## src/hw/bsso_defines.svh

```systemverilog
`ifndef BSSO_DEFINES_SVH
`define BSSO_DEFINES_SVH

// Instruction word layout
`define BSSO_INSTR_W 16
`define BSSO_OP9_MSB 15
`define BSSO_OP9_LSB 7
`define BSSO_OP8_MSB 15
`define BSSO_OP8_LSB 8
`define BSSO_ADDR_MSB 6
`define BSSO_ADDR_LSB 0
`define BSSO_IMM_MSB 7
`define BSSO_IMM_LSB 4
`define BSSO_WIDX_MSB 3
`define BSSO_WIDX_LSB 0

// Opcode values
`define BSSO_OP9_SKIP_BIT_ONE 9'h111
`define BSSO_OP9_SKIP_BIT_TWO 9'h114
`define BSSO_OP9_SKIP_BIT_THREE 9'h115
`define BSSO_OP9_SUB_MEM_ACC 9'h034
`define BSSO_OP8_SUB_WREG_IMM 8'h1E

// Bit positions tested by the skips
`define BSSO_BIT_ONE 2'h1
`define BSSO_BIT_TWO 2'h2
`define BSSO_BIT_THREE 2'h3

// Reset values and program counter steps
`define BSSO_PC_W 11
`define BSSO_PC_RESET 11'h000
`define BSSO_PC_STEP 11'h001
`define BSSO_PC_SKIP 11'h002
`define BSSO_ACC_RESET 4'h0
`define BSSO_WAKE_RESET 4'hF

`endif

```

## src/hw/bsso_pkg.sv

```systemverilog
package bsso_pkg;

  // Execution state of the core slice
  typedef enum logic {
    BSSO_RUN,
    BSSO_STOP
  } bsso_state_e;

  // Decoded operation class
  typedef enum logic [2:0] {
    BSSO_OP_OTHER,
    BSSO_OP_SKIP_BIT,
    BSSO_OP_STOP,
    BSSO_OP_SUB_MEM,
    BSSO_OP_SUB_WREG
  } bsso_op_e;

  typedef logic [3:0] bsso_nibble_t;

endpackage : bsso_pkg

```

## src/hw/bsso_core.sv

```systemverilog
// Summary of operation
// - Opcode 100010001 with address: PC plus 2 if nibble bit 1 set, else plus 1.
// - Opcode 100010100 with address: PC plus 2 if nibble bit 2 set, else plus 1.
// - Opcode 100010101 with address: PC plus 2 if nibble bit 3 set, else plus 1.
// - Stop instruction halts the oscillator and suspends instruction execution.
// - In stop, a falling edge on the wake-up port resumes at the next instruction.
// - Opcode 000110100: accumulator gets nibble minus accumulator, flags updated, one cycle.
// - Prefix 00011110: accumulator gets working register minus immediate, flags updated.
`timescale 1ns/1ns
`include "bsso_defines.svh"

module bsso_core #(
  parameter logic [15:0] STOP_OPCODE = 16'h0000,
  parameter bit CARRY_IS_NOT_BORROW = 1'b1,
  parameter int WAKE_PINS = 4
) (
  input wire logic ref_clk_in,
  input wire logic rst_n_in,
  input wire logic instr_valid_in,
  input wire logic [15:0] instr_in,
  input wire logic [3:0] mem_nibble_in,
  input wire logic [3:0] wreg_nibble_in,
  input wire logic [WAKE_PINS-1:0] wakeup_input_port_in,
  output logic [10:0] pc_out,
  output logic [3:0] acc_out,
  output logic carry_flag_out,
  output logic zero_flag_out,
  output logic osc_halt_out,
  output logic skip_taken_out,
  output logic exec_done_out
);

  // Four-bit subtract; result bit 4 is the borrow out
  function automatic logic [4:0] sub_nibble(
    input logic [3:0] minuend,
    input logic [3:0] subtrahend
  );
    logic [4:0] wide;
    wide = {1'b0, minuend} - {1'b0, subtrahend};
    sub_nibble = wide;
  endfunction : sub_nibble

  // Carry encoding of a borrow, shared by both subtract forms
  function automatic logic carry_of(
    input logic borrow
  );
    carry_of = CARRY_IS_NOT_BORROW ? ~borrow : borrow;
  endfunction : carry_of

  bsso_pkg::bsso_state_e state_reg;
  bsso_pkg::bsso_op_e op_kind;
  logic [10:0] pc_reg;
  bsso_pkg::bsso_nibble_t acc_reg;
  logic carry_reg;
  logic zero_reg;
  logic skip_reg;
  logic done_reg;
  logic halt_reg;
  logic [WAKE_PINS-1:0] wake_meta_reg;
  logic [WAKE_PINS-1:0] wake_sync_reg;
  logic [WAKE_PINS-1:0] wake_prev_reg;
  logic wake_fall;
  logic [1:0] test_bit;
  logic bit_is_set;
  logic [4:0] sub_res;
  logic executing;

  // Decode the instruction word into an operation class
  always_comb
  begin
    op_kind = bsso_pkg::BSSO_OP_OTHER;
    test_bit = `BSSO_BIT_ONE;
    if (instr_in == STOP_OPCODE)
    begin
      op_kind = bsso_pkg::BSSO_OP_STOP;
    end
    else
    begin
      case (instr_in[`BSSO_OP9_MSB:`BSSO_OP9_LSB])
        `BSSO_OP9_SKIP_BIT_ONE:
        begin
          op_kind = bsso_pkg::BSSO_OP_SKIP_BIT;
          test_bit = `BSSO_BIT_ONE;
        end
        `BSSO_OP9_SKIP_BIT_TWO:
        begin
          op_kind = bsso_pkg::BSSO_OP_SKIP_BIT;
          test_bit = `BSSO_BIT_TWO;
        end
        `BSSO_OP9_SKIP_BIT_THREE:
        begin
          op_kind = bsso_pkg::BSSO_OP_SKIP_BIT;
          test_bit = `BSSO_BIT_THREE;
        end
        `BSSO_OP9_SUB_MEM_ACC:
        begin
          op_kind = bsso_pkg::BSSO_OP_SUB_MEM;
        end
        default:
        begin
          if (instr_in[`BSSO_OP8_MSB:`BSSO_OP8_LSB] == `BSSO_OP8_SUB_WREG_IMM)
          begin
            op_kind = bsso_pkg::BSSO_OP_SUB_WREG;
          end
        end
      endcase
    end
  end

  // Tested bit of the addressed nibble
  assign bit_is_set = mem_nibble_in[test_bit];

  // One subtractor serves both forms; operands chosen by the opcode
  always_comb
  begin
    if (op_kind == bsso_pkg::BSSO_OP_SUB_WREG)
    begin
      sub_res = sub_nibble(wreg_nibble_in, instr_in[`BSSO_IMM_MSB:`BSSO_IMM_LSB]);
    end
    else
    begin
      sub_res = sub_nibble(mem_nibble_in, acc_reg);
    end
  end

  // Instructions are only taken while running
  assign executing = instr_valid_in && (state_reg == bsso_pkg::BSSO_RUN);

  // Wake-up pins come from outside; two flops before any edge logic
  always_ff @(posedge ref_clk_in or negedge rst_n_in)
  begin
    if (!rst_n_in)
    begin
      wake_meta_reg <= {WAKE_PINS{1'b1}};
      wake_sync_reg <= {WAKE_PINS{1'b1}};
      wake_prev_reg <= {WAKE_PINS{1'b1}};
    end
    else
    begin
      wake_meta_reg <= wakeup_input_port_in;
      wake_sync_reg <= wake_meta_reg;
      wake_prev_reg <= wake_sync_reg;
    end
  end

  // A high-to-low step on any pin counts as a wake-up edge
  assign wake_fall = |(wake_prev_reg & ~wake_sync_reg);

  // Run/stop state; an edge seen before stop is entered is not remembered
  // The halt output keeps its own flop so the pin sees no decode logic
  always_ff @(posedge ref_clk_in or negedge rst_n_in)
  begin
    if (!rst_n_in)
    begin
      state_reg <= bsso_pkg::BSSO_RUN;
      halt_reg <= 1'b0;
    end
    else
    begin
      case (state_reg)
        bsso_pkg::BSSO_RUN:
        begin
          if (executing && op_kind == bsso_pkg::BSSO_OP_STOP)
          begin
            state_reg <= bsso_pkg::BSSO_STOP;
            halt_reg <= 1'b1;
          end
        end
        bsso_pkg::BSSO_STOP:
        begin
          if (wake_fall)
          begin
            state_reg <= bsso_pkg::BSSO_RUN;
            halt_reg <= 1'b0;
          end
        end
        default:
        begin
          state_reg <= bsso_pkg::BSSO_RUN;
          halt_reg <= 1'b0;
        end
      endcase
    end
  end

  // Program counter; stop already steps past itself so wake resumes next
  always_ff @(posedge ref_clk_in or negedge rst_n_in)
  begin
    if (!rst_n_in)
    begin
      pc_reg <= `BSSO_PC_RESET;
    end
    else if (executing)
    begin
      if (op_kind == bsso_pkg::BSSO_OP_SKIP_BIT && bit_is_set)
      begin
        pc_reg <= pc_reg + `BSSO_PC_SKIP;
      end
      else
      begin
        pc_reg <= pc_reg + `BSSO_PC_STEP;
      end
    end
  end

  // Skip indicator, one cycle, for the fetch logic
  always_ff @(posedge ref_clk_in or negedge rst_n_in)
  begin
    if (!rst_n_in)
    begin
      skip_reg <= 1'b0;
      done_reg <= 1'b0;
    end
    else
    begin
      skip_reg <= executing && op_kind == bsso_pkg::BSSO_OP_SKIP_BIT && bit_is_set;
      done_reg <= executing;
    end
  end

  // Accumulator takes the difference; memory and register are never written
  always_ff @(posedge ref_clk_in or negedge rst_n_in)
  begin
    if (!rst_n_in)
    begin
      acc_reg <= `BSSO_ACC_RESET;
    end
    else if (executing && (op_kind == bsso_pkg::BSSO_OP_SUB_MEM ||
                           op_kind == bsso_pkg::BSSO_OP_SUB_WREG))
    begin
      acc_reg <= sub_res[3:0];
    end
  end

  // Flags follow the subtract in the same cycle it executes
  always_ff @(posedge ref_clk_in or negedge rst_n_in)
  begin
    if (!rst_n_in)
    begin
      carry_reg <= 1'b0;
      zero_reg <= 1'b0;
    end
    else if (executing && (op_kind == bsso_pkg::BSSO_OP_SUB_MEM ||
                           op_kind == bsso_pkg::BSSO_OP_SUB_WREG))
    begin
      carry_reg <= carry_of(sub_res[4]);
      zero_reg <= (sub_res[3:0] == 4'h0);
    end
  end

  // Outputs straight from flops
  assign pc_out = pc_reg;
  assign acc_out = acc_reg;
  assign carry_flag_out = carry_reg;
  assign zero_flag_out = zero_reg;
  assign osc_halt_out = halt_reg;
  assign skip_taken_out = skip_reg;
  assign exec_done_out = done_reg;

endmodule : bsso_core

```

## config.mk

```make
export PLATFORM = sky130hd
export DESIGN_NAME = bsso_core
export DESIGN_NICKNAME = d
export VERILOG_FILES = /design/src/hw/bsso_pkg.sv /design/src/hw/bsso_core.sv
export VERILOG_INCLUDE_DIRS = /design/src /design/src/hw
export SDC_FILE = /design/constraint.sdc
export NUM_CORES = 1
export LEC_CHECK = 0
export ABC_AREA = 0
export ABC_CLOCK_PERIOD_IN_PS = 2500
export CORE_MARGIN = 2
export CORE_UTILIZATION = 50
export DETAILED_ROUTE_END_ITERATION = 7
export DONT_BUFFER_PORTS = 1
export PLACE_DENSITY = 0.7
export SLEW_MARGIN = 10
export SYNTH_ARGS = -nofsm -noshare
export SYNTH_HDL_FRONTEND = slang
export SYNTH_SLANG_ARGS = --single-unit
```

## constraint.sdc

```tcl
create_clock -name ref_clk_in -period 2.5 [get_ports ref_clk_in]
set_input_delay 0.125 -clock ref_clk_in [delete_from_list [all_inputs] [get_ports ref_clk_in]]
set_output_delay 0.125 -clock ref_clk_in [all_outputs]
set_load 0.01 [all_outputs]
```

==> metrics.yaml <==
status: "completed"
rsz0062_at_grt: "false"
nets: 213
max_freq_ghz: 0.519
crit_arrival_ps: 2150
setup_tns_ps: 0
dp_hpwl_um: 2840
r2r-start: "acc_out[0]$_DFFE_PN0P_"
die_area_um2: 3990
cts_tree: "built"
synth_area_um2: 1750
drc: 0
grt_pass1_vias: 1320
timing.final.ws_setup_ps: 575
fin_cells: 217
most-common-layout-cells: "dfrtp_1 (21), inv_1 (16), dfstp_2 (12), nand2_1 (11), ha_1 (10)"
slew_headroom: 0.718
firstDrtPassIters: 4
start_util: 0.521
rows: 21
dp.cells: 203
fin_hold_ws_ps: 105
wl_per_cell_um: 17.1
drv_cap: 0
grt_overflow: 0
synth-edff-count: 0
cts_hold_buf: 6
synth-seq-area-share: 0.480
critPathLaunch: "acc_out[0]$_DFFE_PN0P_"
antenna_found_initial: 0
n_fill_cell: 309
largest_reg_flops: 11
hold_class: "primary input to flop"
h-tree-depth: 2
track_usage: 0.212
num_io_pins: 51
die_x_um: 63.2
antenna_cells: 0
die_h_um: 63.2
async_reset_ff_frac: 1.00
numClockSinks: 33
regArea_um2: 841
multi_input_area_um2: 836
crit_required_ps: 2730
synth-main-ff-cell: "dfrtp_1"
finalSetupViolations: 0
timing.final.crit_share: 0.770
root_buffer: "clkbuf_4"
place.gp.congestion: 0.876
ys_ff_latch: 33
worst-slew-pin-transition_ps: 422
pre_cts_slack_ps: 594
slew_viol_final: 0
clock_path_buffers: 2
routed_wl_um: 3700
drtIter0Drc: 26
cp-start-kind: "flop"
cellPowerDensity_nw_per_um2: 732
syn2layout_area_growth_pct: 11.5
ant_nets: 0
vias: 1225
port_buffers: 0
cts-buffers-inserted: 5
grt_pass1_wl_um: 6350
reg2reg_depth: 7
grt_max_degree: 34
viasPerCell: 5.65
coreArea_um2: 3360
reg2reg_to: "carry_flag_out$_DFFE_PN0P_"
syn_area_per_cell_um2: 11.1
clkTransAtPathRegs_ps: 100
min_period_ps: 1930
hold_viol: 0
end_kind: "flop"
r2r_slack_ps: 570
syn_inst: 158
insertion_delay_ps: 330
cts_setup_buffers: 0
synth_cell_types: 46
fin_skew_ps: 8.76
critPathCapture: "carry_flag_out$_DFFE_PN0P_"
drive_above_1_share: 0.211
crit_fanout: 3
p_leak_nw: 0.881
yosysWarnings: 0
syn_nets: 201
power_w: 0.00143
cts_resized: 0
path_class: "flop to flop"
final_common_cell: "dfrtp_1"
ir_drop_uv: 363
cells in the mapped netlist (all sizes together), types with 2 or more instances:
master | instances | area share
mux2i | 3 | 0.017
and3 | 2 | 0.0071
a21oi | 6 | 0.019
nor3 | 4 | 0.014
nand3 | 2 | 0.0057
ha | 10 | 0.071
dfrtp | 21 | 0.30
a21o | 4 | 0.017
xor2 | 5 | 0.025
o2111ai | 2 | 0.014
nand2 | 11 | 0.024
nor2 | 10 | 0.026
nor4 | 2 | 0.0071
mux2 | 3 | 0.021
and4b | 2 | 0.011
o22ai | 2 | 0.0071
fa | 2 | 0.023
and4 | 2 | 0.012
dfstp | 12 | 0.18
inv | 17 | 0.036
nand2b | 2 | 0.0071
o211ai | 6 | 0.026
o21ai | 6 | 0.019
or2 | 2 | 0.0071
nor2b | 2 | 0.0071
xnor2 | 6 | 0.030
o21a | 2 | 0.0086
how the worst min path moves through the flow:
| stage | startpoint | end | slack (ps) | cells past startpoint |
|---|---|---|---|---|
| after floorplan | rst_n_in | acc_out[0]$_DFFE_PN0P_ | -170 | 0 |
| after global placement | rst_n_in | carry_flag_out$_DFFE_PN0P_ | -170 | 0 |
| after detailed placement | rst_n_in | state_reg$_DFF_PN0_ | -170 | 0 |
| after CTS | instr_valid_in | skip_taken_out$_DFF_PN0_ | 90 | 2 |
| after global routing | instr_in[12] | osc_halt_out$_DFFE_PN0P_ | 110 | 4 |
| final | instr_in[12] | state_reg$_DFF_PN0_ | 110 | 4 |
power breakdown:
part | leakage [nW] | switching, W | internal, W
registers | 0.393 | 0.000119 | 0.000613
logic | 0.443 | 0.000153 | 0.000135
clock network | 0.0455 | 0.000172 | 0.000239
cells by family after synthesis:
family,Yosys count,synth area share
muxes,6,0.0386
AOI/OAI and AO/OA,33,0.137
buffers and inverters,18,0.0429
adders and majority gates,12,0.0943
and+or+nand+nor,45,0.152
xor gates and xnor gates,11,0.0550
DFF,33,0.480
metal layers:
layer,track usage,share of wire,vias up
met4,0.0842,0.025,0
li1,-,-,581
met3,0.104,0.086,9
met1,0.251,0.42,595
met2,0.331,0.47,40
met5,0,0,-
area by class of cell:
class	instances	share of cell area
Clock buffer	7	0.0282
Clock inverter	1	0.0154
Inverter	17	0.0327
Multi-Input combinational cell	107	0.428
Sequential cell	33	0.430
Tap cell	46	0.0295
Timing Repair Buffer	6	0.0359
per-stage QoR:
stage | utilization | instance area (um^2)
floorplan | - | 1750
global placement | 0.535 | 1800
detailed placement | 0.535 | 1800
CTS | 0.581 | 1950
global route | 0.581 | 1950
finish | 0.581 | 1950
critical path, stage by stage, from the launching register on:
cell and delay (ps):
dfrtp_1 420, ha_1 200, inv_1 60, fa_1 400, a21o_1 210, a211oi_2 210, a21oi_1 60, mux2_4 270
Power figures use the tool's default switching activity.
